**src/rtl/load_switch_regs.svh**
```systemverilog
`ifndef LOAD_SWITCH_REGS_SVH
`define LOAD_SWITCH_REGS_SVH

// ==================================================
// time base
`define CLK_FREQ_MHZ      50
`define TICK_RATE_MHZ     1
`define TICK_DIV_CYCLES   (`CLK_FREQ_MHZ / `TICK_RATE_MHZ)
`define TICK_W            18

// ==================================================
// sequence times in microseconds, counts in ticks
`define DEB_TIME_US       750
`define FAST_DEB_TIME_US  36
`define RISE_TIME_US      1500
`define FAST_RISE_TIME_US 50
`define SS_TIME_US        7000
`define HICCUP_TIME_US    70000
`define BLANK_TIME_US     370
`define RCP_TIME_US       15
`define FLT_DELAY_TIME_US 8000
`define FLT_RECOV_TIME_US 17000
`define DEB_TICKS         (`DEB_TIME_US * `TICK_RATE_MHZ)
`define FAST_DEB_TICKS    (`FAST_DEB_TIME_US * `TICK_RATE_MHZ)
`define RISE_TICKS        (`RISE_TIME_US * `TICK_RATE_MHZ)
`define FAST_RISE_TICKS   (`FAST_RISE_TIME_US * `TICK_RATE_MHZ)
`define SS_TICKS          (`SS_TIME_US * `TICK_RATE_MHZ)
`define HICCUP_TICKS      (`HICCUP_TIME_US * `TICK_RATE_MHZ)
`define BLANK_TICKS       (`BLANK_TIME_US * `TICK_RATE_MHZ)
`define RCP_TICKS         (`RCP_TIME_US * `TICK_RATE_MHZ)
`define FLT_DELAY_TICKS   (`FLT_DELAY_TIME_US * `TICK_RATE_MHZ)
`define FLT_RECOV_TICKS   (`FLT_RECOV_TIME_US * `TICK_RATE_MHZ)

// ==================================================
// register map
`define CTRL_OFFSET       12'h000
`define STATUS_OFFSET     12'h004
`define CTRL_HOLD_BIT     0
`define CTRL_RESET        1'h0
`define ST_STATE_LSB      0
`define ST_SWITCH_BIT     4
`define ST_HARD_BIT       5
`define ST_CLP_BIT        6
`define ST_FLAG_BIT       7
`define ST_PIN_BIT        8
`define ST_FAST_BIT       9

`endif

```
**src/rtl/load_switch_pkg.sv**
```systemverilog
`include "load_switch_regs.svh"

package load_switch_pkg;

	typedef logic [`TICK_W-1:0] tick_cnt_t;

	typedef enum logic [2:0] {
		ST_OFF,
		ST_DEBOUNCE,
		ST_RAMP,
		ST_ON,
		ST_REVERSE,
		ST_HICCUP,
		ST_THERMAL,
		ST_SPARE
	} seq_state_t;

endpackage

```
**src/rtl/timer_if.sv**
```systemverilog
`timescale 1ns/100ps
`include "load_switch_regs.svh"

interface timer_if;
	logic                load;
	logic [`TICK_W-1:0]  load_val;
	logic                tick;
	logic [`TICK_W-1:0]  cnt;
	logic                done;

	modport ctrl  (output load, output load_val, output tick, input cnt, input done);
	modport timer (input load, input load_val, input tick, output cnt, output done);
endinterface

```
**src/rtl/load_switch_seq.sv**
```systemverilog
// Summary of operation
// RULE1: enable low turns the switch off and enters low-power shutdown.
// RULE2: enable high arms protections; switch turns on only without a fault.
// RULE3: supply lockout holds the switch off regardless of enable.
// RULE4: switch on only with supply good, enable high and no fault.
// RULE5: normal mode waits 0.75 ms after enable, then ramps over 1.5 ms.
// RULE6: normal turn-on applies 0.8 A soft limit for a 7 ms window.
// RULE7: output above 40 percent at window end enters normal programmed limit.
// RULE8: output below 40 percent at window end turns off and retries.
// RULE9: short-circuit shutdown waits 70 ms before the next start attempt.
// RULE10: fast mode cuts delay to 36 us and rise to under 100 us.
// RULE11: fast mode with output below input has switch on within 150 us.
// RULE12: output above input keeps switch off; 15 us after it falls, on.
// RULE13: fast mode blanks the programmed limit for 370 us after enable rise.
// RULE14: current-limit fault drives the flag low after 8 ms.
// RULE15: flag stays asserted 17 ms after any fault recovers.
// RULE16: while on, reverse-block is entered and left automatically.
// RULE17: flag low for limit, overcurrent, short and thermal; never for reverse.
// RULE18: overcurrent turns the switch off at once, then hiccup and soft-start.
// RULE19: after thermal clears: hiccup, soft-start, then flag release.
// RULE20: all delays from one time base; enable and fast-on synchronised.
// RULE21: controller settles fast-on before enable and treats low flag as fault.
`timescale 1ns/100ps

module load_switch_seq
	import load_switch_pkg::*;
#(
	parameter tick_cnt_t DEB_TICKS       = tick_cnt_t'(`DEB_TICKS),
	parameter tick_cnt_t RISE_TICKS      = tick_cnt_t'(`RISE_TICKS),
	parameter tick_cnt_t SS_TICKS        = tick_cnt_t'(`SS_TICKS),
	parameter tick_cnt_t HICCUP_TICKS    = tick_cnt_t'(`HICCUP_TICKS),
	parameter tick_cnt_t BLANK_TICKS     = tick_cnt_t'(`BLANK_TICKS),
	parameter tick_cnt_t FLT_DELAY_TICKS = tick_cnt_t'(`FLT_DELAY_TICKS),
	parameter tick_cnt_t FLT_RECOV_TICKS = tick_cnt_t'(`FLT_RECOV_TICKS)
) (
	input  wire logic        pclk,
	input  wire logic        presetn,
	input  wire logic        psel,
	input  wire logic        penable,
	input  wire logic        pwrite,
	input  wire logic [11:0] paddr,
	input  wire logic [31:0] pwdata,
	output logic      [31:0] prdata,
	output logic             pready,
	output logic             pslverr,
	input  wire logic        enable,
	input  wire logic        fast_on,
	input  wire logic        supply_lockout,
	input  wire logic        out_below_40pct,
	input  wire logic        out_above_in,
	input  wire logic        limit_active,
	input  wire logic        overcurrent_trip,
	input  wire logic        thermal_trip,
	input  wire logic        fault_flag_n_i,
	output logic             fault_flag_n_o,
	output logic             fault_flag_oe,
	output logic             switch_on,
	output logic             ramp_active,
	output logic             soft_limit_en,
	output logic             prog_limit_en,
	output logic             low_power
);

	localparam tick_cnt_t FAST_DEB_TICKS  = tick_cnt_t'(`FAST_DEB_TICKS);
	localparam tick_cnt_t FAST_RISE_TICKS = tick_cnt_t'(`FAST_RISE_TICKS);
	localparam tick_cnt_t RCP_TICKS       = tick_cnt_t'(`RCP_TICKS);
	localparam logic [5:0] TICK_LAST      = 6'(`TICK_DIV_CYCLES - 1);

	seq_state_t  state_q;
	seq_state_t  state_d;
	logic        ld;
	tick_cnt_t   ld_val;
	logic [5:0]  div_q;
	logic        tick_q;
	logic [1:0]  en_sync_q;
	logic [1:0]  fast_sync_q;
	logic        en_s;
	logic        fast_s;
	logic        en_prev_q;
	logic        hold_off_q;
	logic        run_ok;
	logic        fast_mode_q;
	tick_cnt_t   blank_q;
	logic        hard_fault_q;
	tick_cnt_t   clp_cnt_q;
	logic        clp_fault_q;
	tick_cnt_t   recov_q;
	logic        flag_on_q;
	logic        flag_lvl_q;
	logic        switch_q;
	logic        ramp_q;
	logic        soft_q;
	logic        prog_q;
	logic        lowp_q;
	logic [31:0] prdata_q;
	logic        pready_q;
	logic        pslverr_q;
	logic        access;
	logic [31:0] status_word;

	timer_if tmr_bus ();

	seq_timer u_timer (
		.pclk    (pclk),
		.presetn (presetn),
		.tmr     (tmr_bus.timer)
	);

	// ==================================================
	// time base and input synchronisers
	always_ff @(posedge pclk or negedge presetn) begin
		if (!presetn) begin
			div_q  <= '0;
			tick_q <= 1'b0;
		end else begin
			tick_q <= (div_q == TICK_LAST); // [RULE20]
			div_q  <= (div_q == TICK_LAST) ? 6'h00 : div_q + 6'h01;
		end
	end

	always_ff @(posedge pclk or negedge presetn) begin
		if (!presetn) begin
			en_sync_q   <= 2'h0;
			fast_sync_q <= 2'h0;
			en_prev_q   <= 1'b0;
		end else begin
			en_sync_q   <= {en_sync_q[0], enable}; // [RULE20]
			fast_sync_q <= {fast_sync_q[0], fast_on}; // [RULE20]
			en_prev_q   <= en_s;
		end
	end

	assign en_s   = en_sync_q[1];
	assign fast_s = fast_sync_q[1];
	// software hold acts like a low enable
	assign run_ok = en_s && !supply_lockout && !hold_off_q; // [RULE3] [RULE4]

	// ==================================================
	// sequencer
	always_comb begin
		state_d = state_q;
		ld      = 1'b0;
		ld_val  = '0;
		if (!run_ok) begin
			state_d = ST_OFF; // [RULE1] [RULE3]
		end else if (thermal_trip) begin
			state_d = ST_THERMAL; // [RULE2] [RULE4]
		end else begin
			unique case (state_q)
				ST_OFF: begin
					state_d = ST_DEBOUNCE;
					ld      = 1'b1;
					ld_val  = fast_s ? FAST_DEB_TICKS : DEB_TICKS; // [RULE5] [RULE10] [RULE21]
				end
				ST_DEBOUNCE: begin
					if (tmr_bus.done && out_above_in) begin
						state_d = ST_REVERSE; // [RULE12]
						ld      = 1'b1;
						ld_val  = RCP_TICKS;
					end else if (tmr_bus.done) begin
						state_d = ST_RAMP; // [RULE11]
						ld      = 1'b1;
						ld_val  = fast_mode_q ? FAST_RISE_TICKS : SS_TICKS; // [RULE6] [RULE10]
					end
				end
				ST_RAMP: begin
					if (overcurrent_trip) begin
						state_d = ST_HICCUP; // [RULE18]
						ld      = 1'b1;
						ld_val  = HICCUP_TICKS;
					end else if (tmr_bus.done && !fast_mode_q && out_below_40pct) begin
						state_d = ST_HICCUP; // [RULE8] [RULE9]
						ld      = 1'b1;
						ld_val  = HICCUP_TICKS;
					end else if (tmr_bus.done) begin
						state_d = ST_ON; // [RULE7]
					end
				end
				ST_ON: begin
					// a sag below 40 percent with the switch on is treated as a short
					if (overcurrent_trip || out_below_40pct) begin
						state_d = ST_HICCUP; // [RULE18]
						ld      = 1'b1;
						ld_val  = HICCUP_TICKS;
					end else if (out_above_in) begin
						state_d = ST_REVERSE; // [RULE16]
						ld      = 1'b1;
						ld_val  = RCP_TICKS;
					end
				end
				ST_REVERSE: begin
					if (out_above_in) begin
						ld     = 1'b1; // [RULE12]
						ld_val = RCP_TICKS;
					end else if (tmr_bus.done) begin
						state_d = ST_ON; // [RULE12] [RULE16]
					end
				end
				ST_HICCUP: begin
					if (tmr_bus.done) begin
						state_d = ST_RAMP; // [RULE9] [RULE18]
						ld      = 1'b1;
						ld_val  = SS_TICKS;
					end
				end
				ST_THERMAL: begin
					state_d = ST_HICCUP; // [RULE19]
					ld      = 1'b1;
					ld_val  = HICCUP_TICKS;
				end
				default: begin
					state_d = ST_OFF;
				end
			endcase
		end
	end

	assign tmr_bus.load     = ld;
	assign tmr_bus.load_val = ld_val;
	assign tmr_bus.tick     = tick_q;

	always_ff @(posedge pclk or negedge presetn) begin
		if (!presetn) begin
			state_q <= ST_OFF;
		end else begin
			state_q <= state_d;
		end
	end

	// retries always use the slow soft-start
	always_ff @(posedge pclk or negedge presetn) begin
		if (!presetn) begin
			fast_mode_q <= 1'b0;
		end else if (state_q == ST_OFF && state_d == ST_DEBOUNCE) begin
			fast_mode_q <= fast_s; // [RULE10]
		end else if (state_q == ST_HICCUP && state_d == ST_RAMP) begin
			fast_mode_q <= 1'b0; // [RULE18]
		end
	end

	always_ff @(posedge pclk or negedge presetn) begin
		if (!presetn) begin
			blank_q <= '0;
		end else if (en_s && !en_prev_q && fast_s) begin
			blank_q <= BLANK_TICKS; // [RULE13]
		end else if (tick_q && blank_q != '0) begin
			blank_q <= blank_q - 1'b1;
		end
	end

	// ==================================================
	// switch controls
	always_ff @(posedge pclk or negedge presetn) begin
		if (!presetn) begin
			switch_q <= 1'b0;
			ramp_q   <= 1'b0;
			soft_q   <= 1'b0;
			prog_q   <= 1'b0;
			lowp_q   <= 1'b1;
		end else begin
			switch_q <= (state_q == ST_RAMP) || (state_q == ST_ON); // [RULE4]
			ramp_q   <= (state_q == ST_RAMP) && (fast_mode_q || tmr_bus.cnt > SS_TICKS - RISE_TICKS); // [RULE5]
			soft_q   <= (state_q == ST_RAMP) && !fast_mode_q; // [RULE6]
			prog_q   <= ((state_q == ST_ON) || (state_q == ST_RAMP && fast_mode_q))
				&& blank_q == '0; // [RULE7] [RULE13]
			lowp_q   <= (state_q == ST_OFF); // [RULE1]
		end
	end

	// ==================================================
	// fault flag
	// trip is a set and wins over the clear of the same cycle
	always_ff @(posedge pclk or negedge presetn) begin
		if (!presetn) begin
			hard_fault_q <= 1'b0;
		end else if (state_d == ST_THERMAL || (state_d == ST_HICCUP && state_q != ST_THERMAL
			&& state_q != ST_HICCUP)) begin
			hard_fault_q <= 1'b1; // [RULE17] [RULE18]
		end else if ((state_q == ST_RAMP && state_d == ST_ON) || !run_ok) begin
			hard_fault_q <= 1'b0; // [RULE19]
		end
	end

	always_ff @(posedge pclk or negedge presetn) begin
		if (!presetn) begin
			clp_cnt_q   <= '0;
			clp_fault_q <= 1'b0;
		end else if (!(limit_active && prog_q)) begin
			clp_cnt_q   <= '0;
			clp_fault_q <= 1'b0;
		end else if (clp_cnt_q == FLT_DELAY_TICKS) begin
			clp_fault_q <= 1'b1; // [RULE14]
		end else if (tick_q) begin
			clp_cnt_q <= clp_cnt_q + 1'b1;
		end
	end

	// recovery hold keeps the flag from toggling between fault kinds
	always_ff @(posedge pclk or negedge presetn) begin
		if (!presetn) begin
			flag_on_q  <= 1'b0;
			flag_lvl_q <= 1'b1;
			recov_q    <= '0;
		end else if (hard_fault_q || clp_fault_q) begin
			flag_on_q  <= 1'b1; // [RULE17]
			flag_lvl_q <= 1'b0;
			recov_q    <= '0;
		end else if (flag_on_q && recov_q == FLT_RECOV_TICKS) begin
			flag_on_q  <= 1'b0; // [RULE15]
			flag_lvl_q <= 1'b1;
		end else if (flag_on_q && tick_q) begin
			recov_q <= recov_q + 1'b1;
		end
	end

	// ==================================================
	// apb slave, one wait state
	assign access = psel && penable;

	always_comb begin
		status_word = 32'h0000_0000;
		status_word[`ST_STATE_LSB +: 3] = state_q;
		status_word[`ST_SWITCH_BIT]     = switch_q;
		status_word[`ST_HARD_BIT]       = hard_fault_q;
		status_word[`ST_CLP_BIT]        = clp_fault_q;
		status_word[`ST_FLAG_BIT]       = flag_on_q;
		status_word[`ST_PIN_BIT]        = fault_flag_n_i;
		status_word[`ST_FAST_BIT]       = fast_mode_q;
	end

	always_ff @(posedge pclk or negedge presetn) begin
		if (!presetn) begin
			pready_q  <= 1'b0;
			prdata_q  <= 32'h0000_0000;
			pslverr_q <= 1'b0;
		end else begin
			pready_q <= access && !pready_q;
			if (access && !pready_q) begin
				pslverr_q <= (paddr != `CTRL_OFFSET) && (paddr != `STATUS_OFFSET);
				if (paddr == `CTRL_OFFSET) begin
					prdata_q <= {31'h0000_0000, hold_off_q};
				end else if (paddr == `STATUS_OFFSET) begin
					prdata_q <= status_word;
				end else begin
					prdata_q <= 32'h0000_0000;
				end
			end
		end
	end

	always_ff @(posedge pclk or negedge presetn) begin
		if (!presetn) begin
			hold_off_q <= `CTRL_RESET;
		end else if (access && pready_q && pwrite && paddr == `CTRL_OFFSET) begin
			hold_off_q <= pwdata[`CTRL_HOLD_BIT];
		end
	end

	assign prdata         = prdata_q;
	assign pready         = pready_q;
	assign pslverr        = pslverr_q;
	assign fault_flag_n_o = flag_lvl_q;
	assign fault_flag_oe  = flag_on_q;
	assign switch_on      = switch_q;
	assign ramp_active    = ramp_q;
	assign soft_limit_en  = soft_q;
	assign prog_limit_en  = prog_q;
	assign low_power      = lowp_q;

	// ==================================================
	// checks
	a_lockout_forces_off: assert property (@(posedge pclk) disable iff (!presetn) // [RULE3]
		supply_lockout |-> ##2 !switch_q) else $error("switch on under supply lockout");

	a_enable_low_off: assert property (@(posedge pclk) disable iff (!presetn) // [RULE1]
		!en_s |-> ##2 (!switch_q && lowp_q)) else $error("no shutdown with enable low");

	a_switch_needs_all: assert property (@(posedge pclk) disable iff (!presetn) // [RULE4]
		switch_q |-> ($past(run_ok, 2) && !$past(thermal_trip, 2))) else $error("switch on without conditions");

	a_short_to_hiccup: assert property (@(posedge pclk) disable iff (!presetn) // [RULE8]
		(state_q == ST_RAMP && !fast_mode_q && tmr_bus.done && out_below_40pct && run_ok
		&& !thermal_trip && !overcurrent_trip) |=> (state_q == ST_HICCUP && tmr_bus.cnt == HICCUP_TICKS))
		else $error("short at window end not retried");

	a_window_to_normal: assert property (@(posedge pclk) disable iff (!presetn) // [RULE7]
		(state_q == ST_RAMP && tmr_bus.done && !out_below_40pct && run_ok && !thermal_trip
		&& !overcurrent_trip) |=> state_q == ST_ON ##2 (prog_q || blank_q != '0))
		else $error("window end did not enter normal limit");

	a_ocp_fast_off: assert property (@(posedge pclk) disable iff (!presetn) // [RULE18]
		(state_q == ST_ON && overcurrent_trip && run_ok) |-> ##2 !switch_q ##0 hard_fault_q)
		else $error("overcurrent did not cut switch");

	a_reverse_no_flag: assert property (@(posedge pclk) disable iff (!presetn) // [RULE17]
		(state_q == ST_REVERSE && !hard_fault_q && !clp_fault_q && !flag_on_q) |=> !flag_on_q)
		else $error("flag raised by reverse block");

	a_flag_immediate: assert property (@(posedge pclk) disable iff (!presetn) // [RULE17]
		$rose(hard_fault_q) |=> (flag_on_q && !flag_lvl_q)) else $error("hard fault flag late");

	a_reverse_off: assert property (@(posedge pclk) disable iff (!presetn) // [RULE12]
		(state_q == ST_REVERSE) [*2] |-> !switch_q) else $error("switch on in reverse block");

endmodule // load_switch_seq

```
**src/rtl/seq_timer.sv**
```systemverilog
`timescale 1ns/100ps

module seq_timer
	import load_switch_pkg::*;
(
	input wire logic pclk,
	input wire logic presetn,
	timer_if.timer   tmr
);

	tick_cnt_t cnt_q;

	// load wins over counting so a new phase never inherits a stale count
	always_ff @(posedge pclk or negedge presetn) begin
		if (!presetn) begin
			cnt_q <= '0;
		end else if (tmr.load) begin
			cnt_q <= tmr.load_val;
		end else if (tmr.tick && cnt_q != '0) begin
			cnt_q <= cnt_q - 1'b1;
		end
	end

	assign tmr.cnt  = cnt_q;
	assign tmr.done = (cnt_q == '0);

endmodule // seq_timer

```
**config.mk**
```make
export PLATFORM = sky130hd
export DESIGN_NAME = load_switch_seq
export DESIGN_NICKNAME = d
export VERILOG_FILES = /design/src/rtl/load_switch_pkg.sv /design/src/rtl/timer_if.sv /design/src/rtl/load_switch_seq.sv /design/src/rtl/seq_timer.sv
export VERILOG_INCLUDE_DIRS = /design/src /design/src/rtl
export SDC_FILE = /design/constraint.sdc
export NUM_CORES = 1
export LEC_CHECK = 0
export BUFFER_PORTS_ARGS = -buffer_cell sky130_fd_sc_hd__buf_2
export CAP_MARGIN = 20
export CORE_MARGIN = 2
export CORE_UTILIZATION = 57
export DETAILED_ROUTE_END_ITERATION = 10
export PLACE_DENSITY = 0.86
export SYNTH_ARGS = -nofsm -noshare
export SYNTH_HDL_FRONTEND = slang
export SYNTH_HIERARCHICAL = 1
export SYNTH_SLANG_ARGS = --single-unit
```
**constraint.sdc**
```tcl
create_clock -name pclk -period 4 [get_ports pclk]
set_input_delay 0.6 -clock pclk [delete_from_list [all_inputs] [get_ports pclk]]
set_output_delay 0.6 -clock pclk [all_outputs]
set_load 0.03 [all_outputs]
```
# Yosys cells after proc, flatten, opt, wreduce, memory -nomap -nowiden
# Cells that the tools add are included.
dict set report totals {
  output_inout_bits 41
  ff_bits 132
  wordCells 163
  in_bits 58
}
dict set report classes {
  order_cmp 1
  addsub 5
  n_mux 55
  eq_ne 22
  reduce_logical 56
}
# op n
set op_table {}
lappend op_table {{18-bit two-way mux} 10}
lappend op_table {{17-bit case mux with 7 select lines} 1}
lappend op_table {{17-bit two-way mux} 5}
lappend op_table {{13-bit two-way mux} 4}
lappend op_table {{18-bit by 1-bit adder with 18-bit output, second input constant} 2}
lappend op_table {{18-bit zero test} 2}
lappend op_table {{18-bit nonzero test} 2}
lappend op_table {{18-bit by 1-bit subtractor with 18-bit output, second input constant} 2}
lappend op_table {{10-bit two-way mux} 3}
lappend op_table {{3-bit two-way mux} 10}
lappend op_table {{1-bit logical AND} 27}
lappend op_table {{3-bit case mux with 7 select lines} 1}
lappend op_table {{18-bit by 13-bit == test with 1-bit output, second input constant} 1}
lappend op_table {{18-bit by 15-bit == test with 1-bit output, second input constant} 1}
lappend op_table {{18-bit by 13-bit > comparator with 1-bit output, second input constant} 1}
lappend op_table {{1-bit two-way mux} 18}
lappend op_table {{3-bit == test, second input constant} 5}
lappend op_table {{12-bit by 3-bit == test with 1-bit output, second input constant} 1}
lappend op_table {{3-bit by 2-bit == test with 1-bit output, second input constant} 4}
lappend op_table {{12-bit zero test} 1}
lappend op_table {{12-bit by 3-bit != test with 1-bit output, second input constant} 1}
lappend op_table {{12-bit nonzero test} 1}
lappend op_table {{2-bit nonzero test} 6}
lappend op_table {{1-bit logical OR} 7}
lappend op_table {{13 further kinds} 23}

# Logic depth before layout (Yosys ltp)
dict set report depth {
  depth_word 13
  depth_mapped 14
  depth_no_buf 12
}

# Cells and area by module
# The synthesis kept the hierarchy.
# mod instances area_each_um2 cells_per_inst
set modules_own_cells {}
lappend modules_own_cells {load_switch_seq 1 5003.5 537}
lappend modules_own_cells {seq_timer 1 1098.6 119}

# Least setup slack after synthesis
# Ideal clock, no wire load.
dict set report synth_timing {
  path_kind {flip-flop to flip-flop}
  startpoint {register u_timer.cnt_q[13], in the netlist u_timer/tmr.cnt[13]}
  endpoint {register u_timer.cnt_q[11], in the netlist u_timer/tmr.cnt[11]}
  arrival_time_ns 2.772
  path_stages_with_launch 14
  setup_ns 0.127
  n_path_buf 3
  setup_slack_ns 1.101
  path_cell_list {dfrtp_1 > or4_4 > and4bb_2 > buf_6 > nand2_1 > inv_1 > nand4bb_1 > o221a_2 > a211oi_1 > clkbuf_1 > clkbuf_1 > nor2_1 > nand4_1 > nand3b_1}
}
dict set report synth_between {
  elab_chain_cells 9
  word_cells_on_any_way 21
  classes_between {mux (14); reduce/logical (7)}
}
# item line
set synth_lines {}
lappend synth_lines {{start, declared} seq_timer.sv:11} ;# tick_cnt_t cnt_q;
lappend synth_lines {{start signal, assigned} seq_timer.sv:18} ;# cnt_q <= tmr.load_val;
lappend synth_lines {{start signal, assigned} seq_timer.sv:20} ;# cnt_q <= cnt_q - 1'b1;
lappend synth_lines {{18-bit zero test *} seq_timer.sv:25} ;# assign tmr.done = (cnt_q == '0);
lappend synth_lines {{net tmr_bus.done} timer_if.sv:9} ;# logic done;
lappend synth_lines {{1-bit logical AND (2 in a row)} load_switch_seq.sv:171} ;# end else if (tmr_bus.done && !fast_mode_q && out_below_40pct) begin
lappend synth_lines {{1-bit two-way mux} load_switch_seq.sv:171}
lappend synth_lines {{1-bit two-way mux} load_switch_seq.sv:167} ;# if (overcurrent_trip) begin
lappend synth_lines {{1-bit case mux with 6 select lines *} load_switch_seq.sv:149} ;# unique case (state_q)
lappend synth_lines {{1-bit two-way mux *} load_switch_seq.sv:146} ;# end else if (thermal_trip) begin
lappend synth_lines {{1-bit two-way mux *} load_switch_seq.sv:144} ;# if (!run_ok) begin
lappend synth_lines {{net ld} load_switch_seq.sv:71} ;# logic ld;
lappend synth_lines {{18-bit two-way mux / 2-bit nonzero test (equally long branches)} -}
# Mark *: on every way through the listed nets, which the timed path passes. The rest lies on a longest branch.
# A chain may end at the register's enable or synchronous reset.

# Worst setup path after layout
dict set report layout_timing {
  startpoint {register u_timer.cnt_q[13], in the netlist u_timer/tmr.cnt[13]}
  endpoint {register hard_fault_q}
}
dict set report layout_between {
  elab_chain_cells 13
  word_cells_on_any_way 23
  classes_between {eq/ne (3); mux (10); reduce/logical (10)}
}
# item line
set layout_lines {}
lappend layout_lines {{18-bit zero test *} seq_timer.sv:25}
lappend layout_lines {{net tmr_bus.done} timer_if.sv:9}
lappend layout_lines {{1-bit logical AND (2 in a row)} load_switch_seq.sv:171}
lappend layout_lines {{3-bit two-way mux} load_switch_seq.sv:171}
lappend layout_lines {{3-bit two-way mux} load_switch_seq.sv:167}
lappend layout_lines {{3-bit case mux with 7 select lines *} load_switch_seq.sv:149}
lappend layout_lines {{3-bit two-way mux *} load_switch_seq.sv:146}
lappend layout_lines {{3-bit two-way mux *} load_switch_seq.sv:144}
lappend layout_lines {{net state_d[2]} load_switch_seq.sv:70} ;# seq_state_t state_d;
lappend layout_lines {{3-bit == test} load_switch_seq.sv:276} ;# end else if (state_d == ST_THERMAL || (state_d == ST_HICCUP && state_q != ST_THERMAL
lappend layout_lines {{1-bit logical AND} load_switch_seq.sv:276}
lappend layout_lines {{1-bit logical AND} load_switch_seq.sv:277} ;# && state_q != ST_HICCUP)) begin
lappend layout_lines {{1-bit logical OR} load_switch_seq.sv:276}
lappend layout_lines {{1-bit two-way mux / 2-bit nonzero test (equally long branches)} -}
lappend layout_lines {{end signal, assigned} load_switch_seq.sv:275} ;# hard_fault_q <= 1'b0;
lappend layout_lines {{end signal, assigned} load_switch_seq.sv:278} ;# hard_fault_q <= 1'b1;
lappend layout_lines {{end signal, assigned} load_switch_seq.sv:280} ;# hard_fault_q <= 1'b0;
lappend layout_lines {{end, declared} load_switch_seq.sv:84} ;# logic hard_fault_q;
# Marked as above.

==> metrics.cfg <==
[final_layout]
final_nets=757
drive_gt1_share_pct=13.4
fillers=862
diodes=0
area_delta_synth_final_pct=7.26

[sta]
relSlewSlack_pct=34.2
period_share_pct=80.2
whs_ns=0.319
fmax_mhz=312
rsz0062_at_grt=false
drv_slew=0
hold_viol=0
finalSetupTns_ns=0
setup_violations=0
skew_ns=0.00774
worst_slack_ns=0.790
period_minus_slack_ns=3.21
worst_slew_pin_slew_ns=0.982

[place]
port_buffers=44
pre_cts_slack_ns=0.829
dp.final_hpwl_microns=9260
place.gp.congestion=0.872

[grt]
gr-usage-met1_pct=30.9
grt.total_usage_pct=24.1
grt_use_met2_pct=40.6
grtUsageMet3_pct=4.78
antenna_found_initial=0
grt_max_degree=71
grt_pass1_vias=4872
grt_overflow=0
gr-max-usage-layer=met2
grt_pass1_wl_microns=22500

[cts]
cts_setup_buffers=0
cts_buffer_depth=2
root_buffer=clkbuf_8
cts_tree=yes
post_cts_resized=0
numCtsBuffers=9
clock_sinks=109
cts.clk_slew.worst_paths_ns=0.10
htreeDepth=3
clk_latency_ns=0.38
cts-hold-fix-buffers=0

[pwr]
powerDensity_nw_per_um2=325
p_total_mw=2.13
p_leak_nw=2.79
vdd_drop_max_v=0.000263

[critical_path]
r2r_start=u_timer/tmr.cnt[13]
endpoint=hard_fault_q
cp-startpoint=u_timer/tmr.cnt[13]
r2r_cells=9
cp-end-kind=register
cp_max_fo=12
timing.rr.end=hard_fault_q
worst-setup-path-type=register to register
startpoint_type=register
r2r_slack_ns=0.79
worst_ep_required_time_ns=4.25
crit_arrival_ns=3.46

[synthesis]
syn_inst=656
yosysWarnings=6
synth-seq-cells=109
netlist_area_sq_um=6100
syn_area_per_cell_sq_um=9.30
synth_most_common_cell=dfrtp_1
synth_top_area_share_pct=43.9
yosysSeqAreaShare_pct=44.7
async_flop_share_pct=100
synth-edff-count=0
synth_area_leader_cell=dfrtp_1
synth_cell_types=76
synthFlopType=dfrtp_1
yosys-top-cells-count=dfrtp_1, nor2_1, nand2_1, a21oi_1, o21ai_0
yosys-top-cells-area=dfrtp_1, nor2_1, xor2_1

[route]
num_vias=5041
ant_nets=0
wirelength_microns=13100
drt-initial-drc-count=361
drc=0
viasPerCell=6.06
drt_pre_antenna_iters=5
wl_per_cell_microns=15.8

[run_status]
status=completed

[floorplanning]
core_sq_um=10400
rows=37
die_w_microns=107
die_h_microns=107
die-area_sq_um=11500
pin_count=99
initial_utilization_pct=58.8

[min_path]
hp-class=primary input to async pin

[job]
max_cap_violations=0

[worst max-delay path: stages, from the launching register on]
cell and delay, ns:
dfrtp_1 0.45, or4_4 0.55, and4bb_2 0.50, nand2_1 0.10, inv_1 0.22, inv_1 0.11, o31a_1 0.32, a221oi_1 0.44
inv_1 0.07, o311ai_0 0.32
[cell type report]
class / instances / area, sq um / area share, %
multi-input combinational: 498 / 3100 / 47.3
sequential: 109 / 2730 / 41.7
timing repair buffer: 48 / 253 / 3.86
clock buffer: 13 / 159 / 2.43
tap: 136 / 170 / 2.60
inverter: 25 / 93.8 / 1.43
clock inverter: 3 / 43.8 / 0.669
[power by group]
part	switching, mW	internal [mW]
clock	0.369	0.325
sequential	0.0515	1.13
combinational	0.165	0.0816
total	0.586	1.54
[sequential cells by signal, indices dropped and copies added (netlist names), 2 cells and up]
| name | cells |
|---|---|
| clp_cnt_q | 18 |
| div_q | 6 |
| en_sync_q | 2 |
| blank_q | 18 |
| state_q | 3 |
| prdata | 9 |
| u_timer/tmr.cnt | 18 |
| recov_q | 18 |
| fast_sync_q | 2 |
[routing by layer]
metal	vias up	share of wire, %
met5	-	0
met4	0	2.1
met3	32	4.4
met2	143	51
met1	2474	42
li1	2392	-
[worst min-delay path by stage]
stage,startpoint,endpoint,slack (ns)
2_1_floorplan,presetn,blank_q[0],0.30
3_3_place_gp,fast_sync_q[0],fast_sync_q[1],0.34
3_5_place_dp,fast_sync_q[0],fast_sync_q[1],0.35
4_1_cts,enable,en_sync_q[0],0.31
5_1_grt,fast_on,fast_sync_q[0],0.31
6_report,presetn,recov_q[16],0.32
[layout by cell type (no fill, tap or decap), drive strengths merged, types with 22 or more instances in the layout]
| master | count |
|---|---|
| nand2 | 51 |
| o21ai | 38 |
| inv | 25 |
| dfrtp | 107 |
| buf | 48 |
| xor2 | 24 |
| conb | 28 |
| a21oi | 34 |
| xnor2 | 22 |
| nor2 | 68 |
[kinds of logic after synthesis]
family	Yosys count	synth area share [%]
xor gates and xnor gates	46	6.60
other	1	0.0615
AOI/OAI and AO/OA	141	15.5
adders and majority gates	9	1.80
DFF	109	44.7
muxes	8	1.39
and+or+nand+nor	266	23.6
buffers and inverters	76	6.27
[per-stage QoR]
step           instance area [sq um]  instances  util [%]
2_1_floorplan                   6200        683         -
3_3_place_gp                    6340        816      61.2
3_5_place_dp                    6340        816      61.2
4_1_cts                         6550        832      63.1
5_1_grt                         6550        832      63.1
6_report                        6550        832      63.1
Power figures use the tool's default switching activity.
